[config.mk]
export PLATFORM = sky130hd
export DESIGN_NAME = dcc_top
export DESIGN_NICKNAME = d
export VERILOG_FILES = /design/src/logic/dcc_pkg.sv /design/src/logic/dcc_top.sv
export SDC_FILE = /design/constraint.sdc
export NUM_CORES = 1
export LEC_CHECK = 0
export ABC_CLOCK_PERIOD_IN_PS = 8500
export BUFFER_PORTS_ARGS = -buffer_cell sky130_fd_sc_hd__buf_2
export CAP_MARGIN = 20
export CORE_ASPECT_RATIO = 1.5
export CORE_MARGIN = 3
export CORE_UTILIZATION = 55
export CTS_CLUSTER_SIZE = 30
export DETAILED_ROUTE_END_ITERATION = 8
export GPL_TIMING_DRIVEN = 0
export PLACE_DENSITY = 0.81
export SLEW_MARGIN = 20
export SYNTH_ARGS = -nofsm -noshare
export SYNTH_HDL_FRONTEND = slang
export SYNTH_SLANG_ARGS = --single-unit
[constraint.sdc]
create_clock -name clk -period 8.5 [get_ports clk]
set_input_delay 1.275 -clock clk [delete_from_list [all_inputs] [get_ports clk]]
set_output_delay 1.275 -clock clk [all_outputs]
set_load 0.01 [all_outputs]
[src/logic/dcc_pkg.sv]
// Package for the four-channel block transfer controller.
// Assumes one system clock; peripherals sit on the same clock.
package dcc_pkg;

  localparam int NCH = 4;
  localparam int SRC_N = 128;

  // Register map, byte offsets
  localparam logic [7:0] CH_STRIDE = 8'h20;
  localparam logic [4:0] OFF_CTRL = 5'h00;
  localparam logic [4:0] OFF_SEL = 5'h04;
  localparam logic [4:0] OFF_STA = 5'h08;
  localparam logic [4:0] OFF_STB = 5'h0c;
  localparam logic [4:0] OFF_PAD = 5'h10;
  localparam logic [4:0] OFF_CNT = 5'h14;
  localparam logic [4:0] OFF_STAT = 5'h18;
  localparam logic [7:0] OFF_COLL = 8'h80;
  localparam logic [15:0] RST_VAL = 16'h0000;

  // Addressing modes
  localparam logic [1:0] AM_POSTINC = 2'h0;
  localparam logic [1:0] AM_NOINC = 2'h1;
  localparam logic [1:0] AM_PERIPH = 2'h2;

  // Request source codes
  localparam logic [7:0] SEL_EXT_INT_ZERO = 8'h00;
  localparam logic [7:0] SEL_CAPTURE_TWO = 8'h05;
  localparam logic [7:0] SEL_COMPARE_ONE = 8'h02;
  localparam logic [7:0] SEL_SERIAL_ONE_RX = 8'h0b;
  localparam logic [7:0] SEL_CAN_RX = 8'h22;
  localparam logic [7:0] SEL_CONVERTER_DONE = 8'h0d;

  // Peripheral data addresses
  localparam logic [15:0] ADDR_CAPTURE_TWO_BUFFER = 16'h014c;
  localparam logic [15:0] ADDR_COMPARE_ONE_PRIMARY = 16'h0906;
  localparam logic [15:0] ADDR_COMPARE_ONE_SECONDARY = 16'h0904;
  localparam logic [15:0] ADDR_SERIAL_ONE_RECEIVE = 16'h0226;
  localparam logic [15:0] ADDR_CAN_RECEIVE_DATA = 16'h0440;
  localparam logic [15:0] ADDR_CONVERTER_RESULT_ZERO = 16'h0300;

  // Channel control word, bit 0 is enable
  typedef struct packed {
    logic [5:0] rsvd;
    logic       alt_target;
    logic       sw_force;
    logic       pingpong;
    logic       oneshot;
    logic [1:0] amode;
    logic       half;
    logic       size_byte;
    logic       to_periph;
    logic       en;
  } dcc_ctrl_t;

  // Register port request
  typedef struct packed {
    logic [7:0]  addr;
    logic [15:0] wdata;
    logic        wr;
    logic        rd;
  } dcc_rreq_t;

  // Data bus request toward memory and peripherals
  typedef struct packed {
    logic [15:0] addr;
    logic [15:0] wdata;
    logic        rd;
    logic        wr;
    logic        size_byte;
  } dcc_bus_t;

endpackage

[src/logic/dcc_top.sv]
// Four-channel block transfer controller: registers, arbiter, engine.
// Assumes a data bus whose read data stands the cycle after rd.
//
// Strobed register access and the register offsets are this design's own decisions.
`timescale 1ns/1ps
module dcc_top
  import dcc_pkg::*;
(
  input  wire logic               clk,
  input  wire logic               resetn,
  input  wire dcc_rreq_t          rreq,
  output logic [15:0]             rdata,
  input  wire logic [SRC_N-1:0]   src_req,
  input  wire logic               ext_int0_pin,
  input  wire logic [15:0]        periph_addr,
  output dcc_bus_t                bus,
  input  wire logic [15:0]        bus_rdata,
  output logic [NCH-1:0]          chan_irq
);

  typedef enum {ST_IDLE, ST_READ, ST_CAPT, ST_WRITE, ST_DONE} dcc_st_t;

  dcc_ctrl_t        ctrl_r [NCH];
  logic [7:0]       sel_r  [NCH];
  logic [15:0]      sta_r  [NCH];
  logic [15:0]      stb_r  [NCH];
  logic [15:0]      pad_r  [NCH];
  logic [15:0]      cnt_r  [NCH];
  logic [15:0]      idx_r  [NCH];
  logic [NCH-1:0]   ping_r;
  logic [NCH-1:0]   pend_r;
  logic [NCH-1:0]   lvl_prev_r;
  logic [NCH-1:0]   coll_r;
  logic [NCH-1:0]   irq_r;
  logic [15:0]      rdata_r;
  logic             ext_s1_r;
  logic             ext_s2_r;
  dcc_st_t          st_r;
  logic [1:0]       cur_r;
  dcc_bus_t         bus_r;

  logic [SRC_N-1:0] req_all;
  logic [NCH-1:0]   lvl;
  logic [NCH-1:0]   edge_v;
  logic [NCH-1:0]   force_v;
  logic [NCH-1:0]   elig;
  logic             grant_v;
  logic [1:0]       grant_ch;
  logic [1:0]       wch;
  logic [4:0]       woff;
  logic             wr_ch;
  logic [15:0]      maddr;
  logic [15:0]      paddr;
  logic [15:0]      base;
  logic [16:0]      idx_inc;
  logic [16:0]      half_pt;
  logic             blk_end;
  logic             half_hit;

  // Table of known peripheral data addresses
  function automatic logic [15:0] pad_lookup(input logic [7:0] sel,
                                             input logic to_p,
                                             input logic alt);
    logic [15:0] a;
    a = RST_VAL;
    case (sel)
      SEL_EXT_INT_ZERO: a = RST_VAL;
      SEL_CAPTURE_TWO: a = to_p ? RST_VAL : ADDR_CAPTURE_TWO_BUFFER;
      SEL_COMPARE_ONE: begin
        if (to_p)
          a = alt ? ADDR_COMPARE_ONE_SECONDARY : ADDR_COMPARE_ONE_PRIMARY;
      end
      SEL_SERIAL_ONE_RX: a = to_p ? RST_VAL : ADDR_SERIAL_ONE_RECEIVE;
      SEL_CAN_RX: a = to_p ? RST_VAL : ADDR_CAN_RECEIVE_DATA;
      SEL_CONVERTER_DONE: begin
        if (!to_p)
          a = ADDR_CONVERTER_RESULT_ZERO;
      end
      default: a = RST_VAL;
    endcase
    return a;
  endfunction

  // External interrupt pin synchroniser
  always_ff @(posedge clk or negedge resetn) begin
    if (!resetn) begin
      ext_s1_r <= 1'b0;
      ext_s2_r <= 1'b0;
    end else begin
      ext_s1_r <= ext_int0_pin;
      ext_s2_r <= ext_s1_r;
    end
  end

  // Request vector: timers, captures, pins and the rest
  always_comb begin
    req_all = src_req;
    req_all[SEL_EXT_INT_ZERO[6:0]] = src_req[SEL_EXT_INT_ZERO[6:0]]
                                     | ext_s2_r;
  end

  // Register write decode
  assign wch = rreq.addr[6:5];
  assign woff = rreq.addr[4:0];
  assign wr_ch = rreq.wr && !rreq.addr[7];

  // Per-channel source select, edge detect and force
  always_comb begin
    for (int i = 0; i < NCH; i++) begin
      lvl[i] = !sel_r[i][7] && req_all[sel_r[i][6:0]];
      edge_v[i] = lvl[i] && !lvl_prev_r[i] && ctrl_r[i].en;
      force_v[i] = wr_ch && wch == 2'(i) && woff == OFF_CTRL
                   && rreq.wdata[8] && rreq.wdata[0];
      elig[i] = pend_r[i] && ctrl_r[i].en;
    end
  end

  // Fixed priority, lowest channel number wins
  always_comb begin
    grant_v = 1'b0;
    grant_ch = 2'h0;
    for (int i = NCH - 1; i >= 0; i--) begin
      if (elig[i]) begin
        grant_v = 1'b1;
        grant_ch = 2'(i);
      end
    end
  end

  // Address generation for the granted channel
  always_comb begin
    base = ping_r[grant_ch] ? stb_r[grant_ch] : sta_r[grant_ch];
    case (ctrl_r[grant_ch].amode)
      AM_NOINC: maddr = base;
      AM_PERIPH: maddr = periph_addr;
      default: maddr = ctrl_r[grant_ch].size_byte
                       ? 16'(base + idx_r[grant_ch])
                       : 16'(base + {idx_r[grant_ch][14:0], 1'b0});
    endcase
    paddr = (pad_r[grant_ch] != RST_VAL) ? pad_r[grant_ch]
            : pad_lookup(sel_r[grant_ch], ctrl_r[grant_ch].to_periph,
                         ctrl_r[grant_ch].alt_target);
  end

  // Block progress of the current channel
  assign idx_inc = {1'b0, idx_r[cur_r]} + 17'h00001;
  assign half_pt = ({1'b0, cnt_r[cur_r]} + 17'h00001) >> 1;
  assign blk_end = idx_r[cur_r] == cnt_r[cur_r];
  assign half_hit = idx_inc == half_pt;

  // Transfer engine: read source, capture, write destination
  always_ff @(posedge clk or negedge resetn) begin
    if (!resetn) begin
      st_r <= ST_IDLE;
      cur_r <= 2'h0;
      bus_r <= '0;
    end else begin
      case (st_r)
        ST_IDLE: begin
          if (grant_v) begin
            cur_r <= grant_ch;
            bus_r.rd <= 1'b1;
            bus_r.size_byte <= ctrl_r[grant_ch].size_byte;
            bus_r.addr <= ctrl_r[grant_ch].to_periph ? maddr : paddr;
            bus_r.wdata <= ctrl_r[grant_ch].to_periph ? paddr : maddr;
            st_r <= ST_READ;
          end
        end
        ST_READ: begin
          bus_r.rd <= 1'b0;
          st_r <= ST_CAPT;
        end
        ST_CAPT: begin
          bus_r.wr <= 1'b1;
          bus_r.addr <= bus_r.wdata;
          bus_r.wdata <= bus_r.size_byte ? {8'h00, bus_rdata[7:0]}
                                         : bus_rdata;
          st_r <= ST_WRITE;
        end
        ST_WRITE: begin
          bus_r.wr <= 1'b0;
          st_r <= ST_DONE;
        end
        ST_DONE: st_r <= ST_IDLE;
        default: st_r <= ST_IDLE;
      endcase
    end
  end

  // Channel registers and block bookkeeping
  always_ff @(posedge clk or negedge resetn) begin
    if (!resetn) begin
      for (int i = 0; i < NCH; i++) begin
        ctrl_r[i] <= '0;
        sel_r[i] <= SEL_EXT_INT_ZERO;
        sta_r[i] <= RST_VAL;
        stb_r[i] <= RST_VAL;
        pad_r[i] <= RST_VAL;
        cnt_r[i] <= RST_VAL;
        idx_r[i] <= RST_VAL;
      end
      ping_r <= '0;
    end else begin
      if (st_r == ST_DONE) begin
        if (blk_end) begin
          idx_r[cur_r] <= RST_VAL;
          if (ctrl_r[cur_r].oneshot)
            ctrl_r[cur_r].en <= 1'b0;
          if (ctrl_r[cur_r].pingpong)
            ping_r[cur_r] <= !ping_r[cur_r];
        end else begin
          idx_r[cur_r] <= idx_inc[15:0];
        end
      end
      if (wr_ch) begin
        case (woff)
          OFF_CTRL: begin
            ctrl_r[wch] <= rreq.wdata;
            ctrl_r[wch].sw_force <= 1'b0;
            ctrl_r[wch].rsvd <= '0;
            idx_r[wch] <= RST_VAL;
            ping_r[wch] <= 1'b0;
          end
          OFF_SEL: sel_r[wch] <= rreq.wdata[7:0];
          OFF_STA: sta_r[wch] <= rreq.wdata;
          OFF_STB: stb_r[wch] <= rreq.wdata;
          OFF_PAD: pad_r[wch] <= rreq.wdata;
          OFF_CNT: cnt_r[wch] <= rreq.wdata;
          default: ;
        endcase
      end
    end
  end

  // Pending requests; a new request beats the grant clear
  always_ff @(posedge clk or negedge resetn) begin
    if (!resetn) begin
      pend_r <= '0;
      lvl_prev_r <= '0;
    end else begin
      lvl_prev_r <= lvl;
      for (int i = 0; i < NCH; i++) begin
        if (st_r == ST_IDLE && grant_v && grant_ch == 2'(i))
          pend_r[i] <= 1'b0;
        if (!ctrl_r[i].en)
          pend_r[i] <= 1'b0;
        if (edge_v[i] || force_v[i])
          pend_r[i] <= 1'b1;
      end
    end
  end

  // Collision flags: force meets a pending or arriving request
  always_ff @(posedge clk or negedge resetn) begin
    if (!resetn) begin
      coll_r <= '0;
    end else begin
      for (int i = 0; i < NCH; i++) begin
        if (wr_ch && wch == 2'(i) && woff == OFF_CTRL && !rreq.wdata[0])
          coll_r[i] <= 1'b0;
        if (force_v[i] && (pend_r[i] || edge_v[i]))
          coll_r[i] <= 1'b1;
      end
    end
  end

  // CPU interrupt at half or full block
  always_ff @(posedge clk or negedge resetn) begin
    if (!resetn) begin
      irq_r <= '0;
    end else begin
      irq_r <= '0;
      if (st_r == ST_DONE) begin
        if (ctrl_r[cur_r].half)
          irq_r[cur_r] <= half_hit;
        else
          irq_r[cur_r] <= blk_end;
      end
    end
  end

  // Register read data, one cycle after the strobe
  always_ff @(posedge clk or negedge resetn) begin
    if (!resetn) begin
      rdata_r <= RST_VAL;
    end else begin
      rdata_r <= RST_VAL;
      if (rreq.rd) begin
        if (rreq.addr == OFF_COLL)
          rdata_r <= {12'h000, coll_r};
        else if (!rreq.addr[7]) begin
          case (woff)
            OFF_CTRL: rdata_r <= ctrl_r[wch];
            OFF_SEL: rdata_r <= {8'h00, sel_r[wch]};
            OFF_STA: rdata_r <= sta_r[wch];
            OFF_STB: rdata_r <= stb_r[wch];
            OFF_PAD: rdata_r <= pad_r[wch];
            OFF_CNT: rdata_r <= cnt_r[wch];
            OFF_STAT: rdata_r <= {ping_r[wch], pend_r[wch], idx_r[wch][13:0]};
            default: rdata_r <= RST_VAL;
          endcase
        end
      end
    end
  end

  assign rdata = rdata_r;
  assign bus = bus_r;
  assign chan_irq = irq_r;
endmodule

==> After elaboration in Yosys (flattened, before gate mapping) <==
Cells that the tools add are included.
{ "word_totals": {"reg_bits": 523, "input_bits": 189, "out_inout_bits": 55, "wordCells": 395} }
{ "classes": {"addsub": 4, "magnitude_cmp": 14, "n_eq_ne": 31, "mux": 159, "n_bitwise": 12, "reduce_logical": 90} }
{ "op_table": {"columns": ["operator", "n"], "rows": [
  ["$bwmux 64", 9],
  ["$mux 64", 9],
  ["$mux 16", 34],
  ["$bmux 16 s2", 14],
  ["$demux 16 s2", 5],
  ["$and 64x64->64", 2],
  ["$not 64->64", 2],
  ["$pmux 32 s4", 1],
  ["$pmux 16 s7", 1],
  ["$eq 32x2->1 const B", 2],
  ["$logic_not 32->1", 2],
  ["$pmux 32 s2", 1],
  ["$pmux 12 s5", 1],
  ["$mux 8", 7],
  ["$logic_and 1x1->1", 50],
  ["$mux 10", 4],
  ["$mux 1", 35],
  ["$add 16x1->17 const B", 2],
  ["$mux 33", 1],
  ["$add 16x16->16", 2],
  ["$bmux 8 s2", 2],
  ["$bwmux 32", 1],
  ["$eq 32x1->1 const B", 1],
  ["$eq 32x4->1 const B", 1],
  ["other kinds (44)", 121]
]} }

==> Depth between registers and ports, before layout <==
Gate-level depths: netlist (run 1).
{ "logic_depth": {"depth_word": 16, "ltp_mapped": 25} }

==> Worst setup path after synthesis (run 1) <==
No wires, ideal clock.
{ "synth_timing": {"path_type": "register -> register", "from": "register ctrl_r[16] in the netlist's numbering", "to": "register bus_r (netlist bit bus[34])", "setup_time_ps": 121, "arrival_ps": 4497, "required_time_ps": 8379, "path_slack_ps": 3882, "path_stages_with_launch": 25, "cell_sequence": "dfrtp_1 buf_6 and2_4 buf_6 clkbuf_1 nand2_1 clkbuf_1 clkbuf_1 buf_1 buf_1 o22ai_1 nor3_1 ha_1 clkbuf_1 inv_1 o21ai_0 a21o_1 a21o_1 a21o_1 a21o_1 a211oi_1 and4b_1 a21oi_1 a31oi_1 nor2_1"} }
{ "synth_via": {"elab_chain_len": 15} }
{ "synth_rtl": {"columns": ["element", "line", "text"], "rows": [
  ["from (decl)", "dcc_top.sv:23", "dcc_ctrl_t ctrl_r [NCH];"],
  ["from (signal, indexed assignment)", "dcc_top.sv:218", "ctrl_r[wch] <= rreq.wdata;"],
  ["$logic_and 1x1->1 (*)", "dcc_top.sv:114", "elig[i] = pend_r[i] && ctrl_r[i].en;"],
  ["$mux 2 (3 in a row)", "dcc_top.sv:123", "if (elig[i]) begin"],
  ["$not 2->3 (implied by the code)", null, null],
  ["$bmux 16 s2", "dcc_top.sv:132", "base = ping_r[grant_ch] ? stb_r[grant_ch] : sta_r[grant_ch];"],
  ["$mux 16 (implied by the code) (2 in a row)", "dcc_top.sv:132", null],
  ["$mux 16", "dcc_top.sv:132", null],
  ["$add 16x16->16, on equally long branches", "dcc_top.sv:138, dcc_top.sv:137", null],
  ["$mux 16", "dcc_top.sv:137", "? 16'(base + idx_r[grant_ch])"],
  ["$pmux 16 s2", "dcc_top.sv:133", "case (ctrl_r[grant_ch].amode)"],
  ["$mux 16", "dcc_top.sv:164", "bus_r.addr <= ctrl_r[grant_ch].to_periph ? maddr : paddr;"],
  ["$mux 33", "dcc_top.sv:160", "if (grant_v) begin"],
  ["$pmux 32 s2", "dcc_top.sv:158", "case (st_r)"],
  ["to (decl)", "dcc_top.sv:40", "dcc_bus_t bus_r;"]
]} }
Mark *: on every way between the ends. The rest lies on a longest branch, timed or not. The select of a mux whose other input is x is not followed.
A chain may end at the register's enable or synchronous reset.

==> Final worst setup path (run 1) <==
{ "layout_timing": {"from": "register pend_r[2]", "to": "register bus_r (netlist bit bus[26])"} }
{ "layout_via": {"elab_chain_len": 15} }
{ "layout_rtl": {"columns": ["element", "line", "text"], "rows": [
  ["from (decl)", "dcc_top.sv:31", "logic [NCH-1:0] pend_r;"],
  ["from (signal assigned)", "dcc_top.sv:238", "pend_r <= '0;"],
  ["from (signal, indexed assignment)", "dcc_top.sv:244", "pend_r[i] <= 1'b0;"],
  ["from (signal, indexed assignment)", "dcc_top.sv:246", "pend_r[i] <= 1'b0;"],
  ["$logic_and 1x1->1 (*)", "dcc_top.sv:114", null],
  ["$mux 2 (3 in a row)", "dcc_top.sv:123", null],
  ["$not 2->3 (implied by the code)", null, null],
  ["$bmux 16 s2", "dcc_top.sv:132", null],
  ["$mux 16 (implied by the code) (2 in a row)", "dcc_top.sv:132", null],
  ["$mux 16", "dcc_top.sv:132", null],
  ["$add 16x16->16, on equally long branches", "dcc_top.sv:138, dcc_top.sv:137", null],
  ["$mux 16", "dcc_top.sv:137", null],
  ["$pmux 16 s2", "dcc_top.sv:133", null],
  ["$mux 16", "dcc_top.sv:164", null],
  ["$mux 33", "dcc_top.sv:160", null],
  ["$pmux 32 s2", "dcc_top.sv:158", null]
]} }
Marked as above.

==> results of run 1 <==
[worst max-delay path, delay by kind of cell (launching register included)]
kind | cells | cell delay, ns
buf+inv | 6 | 3.28
simple gates | 5 | 2.19
compound gates | 5 | 1.35
fa+ha+maj | 3 | 0.97
flops | 1 | 0.55
[registers in the layout, indices dropped and copies added (netlist names)]
register,flops
cnt_r,64
ctrl_r,64
idx_r,64
pad_r,64
sta_r,64
stb_r,64
bus,35
sel_r,32
rdata,16
chan_irq,4
coll_r,4
lvl_prev_r,4
pend_r,4
ping_r,4
st_r,3
cur_r,2
ext_s1_r,1
ext_s2_r,1
[through the flow]
| step | hold slack [ns] | utilization | instance area (µm²) |
|---|---|---|---|
| 2_1_floorplan | 0.331 | - | 32700 |
| 3_3_place_gp | 0.338 | 0.597 | 34900 |
| 3_5_place_dp | 0.343 | 0.600 | 35100 |
| 4_1_cts | 0.358 | 0.628 | 36600 |
| 5_1_grt | 0.377 | 0.629 | 36700 |
| 6_report | 0.355 | 0.629 | 36700 |
[layout make-up]
class | count | area, µm² | area share
antenna | 3 | 7.51 | 0.000204
buffer | 237 | 945 | 0.0257
clock buffer | 64 | 1350 | 0.0368
clock inverter | 20 | 240 | 0.00654
inverter | 29 | 109 | 0.00296
multi-input combinational | 2129 | 19400 | 0.527
sequential | 494 | 12400 | 0.337
tap | 770 | 963 | 0.0262
timing repair buffer | 249 | 1400 | 0.0380
[where the power goes]
group | total (µW) | leakage, µW | switching (µW) | internal (µW)
sequential | 3050 | 0.00653 | 348 | 2700
combinational | 7960 | 0.00845 | 5250 | 2710
clock | 2240 | 0.000774 | 995 | 1240
[timing repair]
action | 4_1_cts | 5_1_grt
resized for setup | 0 | 2
setup buffers | 0 | 0
endpoints found under the setup margin | 0 | 1
[routing by layer]
metal  track usage  wire, µm  up-vias
met4         0.392     16800        4
met5             0        35        -
met3         0.127     16600      898
li1              -         -    11638
met2         0.652     59500     2778
met1         0.476     40800    14267
[cell families after synthesis]
| group | Yosys count |
|---|---|
| flip-flops | 494 |
| XOR/XNOR | 83 |
| adder cells (fa/ha/maj) | 32 |
| buffers and inverters | 266 |
| AND/OR/NAND/NOR | 832 |
| multiplexers | 681 |
| AO/OA/AOI/OAI | 501 |
[cells in the final DEF (no fill, tap or decap), drive strengths merged, types with 15 or more instances in the layout]
master and n:
nand4 16, and3 16, xnor2 59, nand3 65, xor2 24, inv 32
mux2i 50, and2 15, o22ai 45, a21o 15, ha 29, nor3 70
or3 21, mux4 307, o21ai 101, nor2 209, clkbuf 245, a22oi 15
nor4 24, a221oi 22, a21oi 152, buf 304, a31oi 28, dfrtp 494
mux2 324, nor2b 47, nand2 302
[how the worst min path moves through the flow]
stage                         from        to  slack, ns  cells past startpoint
after floorplan           ext_s1_r  ext_s2_r       0.33                      0
after global placement    ext_s1_r  ext_s2_r       0.34                      0
after detailed placement  ext_s1_r  ext_s2_r       0.34                      0
after CTS                 ext_s1_r  ext_s2_r       0.36                      0
after global routing      ext_s1_r  ext_s2_r       0.38                      0
final                     ext_s1_r  ext_s2_r       0.36                      0
==> metrics.md, run 1 <==
| Metric | Value |
|---|---|
| Chip Width | just over 200 µm |
| Setup total negative slack | 0 ns |
| Clock buffer depth | 3 |
| Placed wire-length estimate | between 90000 and 100000 µm |
| Commonest cells post-synth | sky130_fd_sc_hd__dfrtp_1 (494), sky130_fd_sc_hd__mux2_2 (322), sky130_fd_sc_hd__mux4_2 (307) |
| Mux share of post-synthesis cell area | 0.339 |
| Launch instance of the worst register-to-register path | pend_r[2] |
| Placement Rows | around 110 |
| Length in cells of the worst reg-to-reg path | 19 |
| Post-Synthesis Cell Area | 32700 µm² |
| Data required time of the worst path | roughly 9.0 ns |
| Main area contributors after synthesis | sky130_fd_sc_hd__dfrtp_1 (38%), sky130_fd_sc_hd__mux4_2 (21%), sky130_fd_sc_hd__mux2_2 (11%) |
| Critical Path Sink Type | register |
| Result of the run | finished, violations left |
| Ratio of cells with drive above 1 in the final layout | 0.315 |
| Largest family of logic cells by synthesized area | multiplexers |
| Adder-cell share of the synthesized area | 0.0121 |
| Die H | 305 µm |
| TritonCTS clock tree | done |
| Synthesized net count | 3107 |
| I/O pin cnt | roughly 240 |
| Share of Yosys cell area claimed by the top area cell type | 0.378 |
| Number of enable flip-flop cells after synthesis | 0 |
| Standard cell core area | roughly 58000 µm² |
| Distinct cell type count of the synthesized netlist | 82 |
| Number of vias in the routed layout | around 30000 |
| Hold-fix buffer count after cts | 0 |
| First-pass GRT wire length | roughly 200000 µm |
| Minimum setup slack after placement | approximately 0.85 ns |
| Largest stage delay on the critical path | 0.87 ns |
| Cell taking the most area after synthesis | sky130_fd_sc_hd__dfrtp_1 |
| Unrepaired setup endpoints after global routing | false |
| First-pass iteration count of the detailed router | 9 |
| Count of filler cells inserted in the layout | between 4000 and 5000 |
| Total die area | 62500 µm² |
| Total gr overflow | 0 |
| Global placer's final weighted congestion | about 1.1 |
| Remaining DRCs | 2 |
| Number of hold violations in the final report | 0 |
| Placed insts | about 3900 |
| Leakage | ~0.016 µW |
| Final Instance Count excl. Fillers | roughly 4000 |
| Xor and xnor area share after synthesis | 0.0225 |
| Worst Clk Skew | about 0.026 ns |
| Cell count after synthesis | between 2000 and 3000 |
| Antenna violations before repair | 11 |
| Final #Nets | about 3400 |
| Async S/R FF share, synth | 1.00 |
| Number of clock sinks | 494 |
| Clock network latency to the later pin of the worst-skew pair | 0.60 ns |
| Synth-to-Final Area Change | 12.3% |
| Highest ir drop seen on vdd | 242 µV |
| Cells traversed along the worst timing path | and2_4, buf_6, clkbuf_1, nand2_1, clkbuf_1, clkdlybuf4s15_1, buf_1, buf_1, o22ai_1, nor3_1, ha_1, ha_1, a2111oi_4, a211oi_2, maj3_2, nor4_1, nor3_1, o211ai_1, a31oi_1 |
| Max-cap viol count | 0 |
| Total power density per cell area | 361 nW/µm² |
| Max-slew violation count | 0 |
| Final number of setup-violating endpoints | 0 |
| Final min period | around 8.5 ns |
| Pin count of the biggest net entering global routing | roughly 100 |
| Detailed-route vias per instance | between 7 and 8 |
| Worst setup path start | pend_r[2] |
| Cts bufs inserted | 47 |
| Total power of the final layout | between 10000 and 15000 µW |
| Highest net fanout along the worst path | 10 |
| Port-buffer cells | 238 |
| Path class of the lowest-slack min-delay path | register to register |
| Kind of start point of the critical path | register |
| Antenna viol nets, final | 0 |
| Tcrit/Tclk final | 0.994 |
| Root Buffer | sky130_fd_sc_hd__clkbuf_16 |
| Routed wire length | between 100000 and 150000 µm |
| Crit-path slowest cell | sky130_fd_sc_hd__nor3_1 |
| Mean routed wirelength per cell | around 33 µm |
| Post-synthesis compound-gate area fraction | 0.100 |
| Violated checks | design-rule violations |
| Minimum setup slack in the final design | between 0.04 and 0.05 ns |
| Number of global-route vias before repair | between 20000 and 30000 |
| Worst Tran Pin Value | ~1.2 ns |
| Sequential share of the synthesized area | 0.378 |
| Critical path arrival | between 8 and 9 ns |
| Predominant post-synthesis flop cell | sky130_fd_sc_hd__dfrtp_1 |
| Peak Freq | ~120 MHz |
| Post-synthesis average cell area | 11.3 µm² |
| Post-synthesis register bit count | between 400 and 500 |
| Most repeated cell in the gate-level netlist after synthesis | sky130_fd_sc_hd__dfrtp_1 |
| Post-synthesis share of cell area spent on and, or, nand and nor gates | 0.117 |
| FF-to-FF setup slack | roughly 0.048 ns |
| Clock transition at the registers of the reported paths | roughly 0.07 ns |
| Maximum level of the CTS H-tree | 2 |
| Global-route usage over all layers | 0.427 |
| Critical path class | register to register |
| Capturing instance or port of the critical path | bus[26] |
| Starting density of the core | 0.560 |
| Yosys warns | 0 |
| Detailed router's first-iteration violation count | approximately 4300 |
| Tightest slew margin relative to the limit | 0.193 |
| Critical R2R Capture | bus[26] |
Power figures use the tool's default switching activity.
==> inputs of run 2 (changes only) <==
--- a/config.mk
+++ b/config.mk
@@ -5,6 +5,7 @@
 export SDC_FILE = /design/constraint.sdc
 export NUM_CORES = 1
 export LEC_CHECK = 0
+export ABC_AREA = 1
 export ABC_CLOCK_PERIOD_IN_PS = 8500
 export BUFFER_PORTS_ARGS = -buffer_cell sky130_fd_sc_hd__buf_2
 export CAP_MARGIN = 20
@@ -14,7 +15,7 @@
 export CTS_CLUSTER_SIZE = 30
 export DETAILED_ROUTE_END_ITERATION = 8
 export GPL_TIMING_DRIVEN = 0
-export PLACE_DENSITY = 0.81
+export PLACE_DENSITY = 0.74
 export SLEW_MARGIN = 20
 export SYNTH_ARGS = -nofsm -noshare
 export SYNTH_HDL_FRONTEND = slang
==> metrics.md, run 2 <==
| Metric | Value |
|---|---|
| Chip Width | 205 µm (+0.18%) |
| Number of enable flip-flop cells after synthesis | 0 (unchanged) |
| Post-synthesis compound-gate area fraction | 0.276 (+0.176) |
| Largest family of logic cells by synthesized area | compound AO/OA/AOI/OAI gates |
| Yosys warns | 0 (unchanged) |
| Result of the run | did not finish |
| Global-route usage over all layers | 0.648 |
| First-pass GRT wire length | approximately 300000 µm |
| Number of global-route vias before repair | roughly 42000 |
| Error that halted the flow | [ERROR GRT-0116] Global routing finished with congestion. Check the congestion regions in the DRC Viewer. |
| Cts bufs inserted | 47 (unchanged) |
| Main area contributors after synthesis | sky130_fd_sc_hd__dfrtp_1 (38%), sky130_fd_sc_hd__nand2_1 (14%), sky130_fd_sc_hd__o21ai_0 (7.1%) |
| Cell taking the most area after synthesis | sky130_fd_sc_hd__dfrtp_1 |
| Commonest cells post-synth | sky130_fd_sc_hd__nand2_1 (1187), sky130_fd_sc_hd__dfrtp_1 (494), sky130_fd_sc_hd__o21ai_0 (467) |
| Area after detailed placement | 35400 µm² (+0.90%) |
| Total gr overflow | 30 |
| Post-synthesis register bit count | 494 (unchanged) |
| Post-Synthesis Cell Area | 32800 µm² (+0.38%) |
| Post-synthesis average cell area | 7.10 µm² (-37%) |
| Total setup buffers inserted after CTS | 0 (unchanged) |
| Adder-cell share of the synthesized area | 0.0111 (-0.000998) |
| Clock buffer depth | 3 (unchanged) |
| Post-CTS Resized | 0 (unchanged) |
| Global placer's final weighted congestion | 1.16 (+5.4%) |
| Stage at which the flow ended | global routing |
| Placed wire-length estimate | 139000 µm (+41%) |
| Pin count of the biggest net entering global routing | 100 |
| Die H | 305 µm (+0.19%) |
| Post-synthesis share of cell area spent on and, or, nand and nor gates | 0.238 (+0.121) |
| Share of Yosys cell area claimed by the top area cell type | 0.377 (-0.00143) |
| I/O pin cnt | 244 (unchanged) |
| Root Buffer | sky130_fd_sc_hd__clkbuf_16 |
| Number of clock sinks | 494 (unchanged) |
| Most repeated cell in the gate-level netlist after synthesis | sky130_fd_sc_hd__nand2_1 |
| Maximum level of the CTS H-tree | 2 (unchanged) |
| Mux share of post-synthesis cell area | 0.000305 (-0.338) |
| Placement Rows | 109 (+0.93%) |
| Xor and xnor area share after synthesis | 0.0106 (-0.0118) |
| Cell count after synthesis | 4620 (+60%) |
| Port-buffer cells | 243 (+2.1%) |
| Starting density of the core | 0.556 (-0.00432) |
| Hold-fix buffer count after cts | 0 (unchanged) |
| Async S/R FF share, synth | 1.00 (unchanged) |
| Sequential share of the synthesized area | 0.377 (-0.00143) |
| Distinct cell type count of the synthesized netlist | 70 (-15%) |
| Predominant post-synthesis flop cell | sky130_fd_sc_hd__dfrtp_1 |
| Synthesized net count | 4838 (+56%) |
==> run 2: cells by family after synthesis <==
group,count (synthesis)
compound gates,1456
fa+ha+maj,29
simple gates,1863
mux,1
flops,494
buf+inv,738
xor+xnor,39
==> run 2: layer usage <==
| metal | GRT overflow | global-route usage |
|---|---|---|
| met1 | 0 | 0.680 |
| met2 | 10 | 0.848 |
| met3 | 2 | 0.425 |
| met4 | 18 | 0.608 |
| met5 | 0 | 0.105 |
==> run 2: through the flow <==
step | std cells | worst slack, ns | hold WS, ns
floorplan | 4620 | 4.79 | 0.331
global placement | 5640 | -4.01 | 0.333
detailed placement | 5659 | 2.61 | 0.362
CTS | 5743 | 2.56 | 0.376
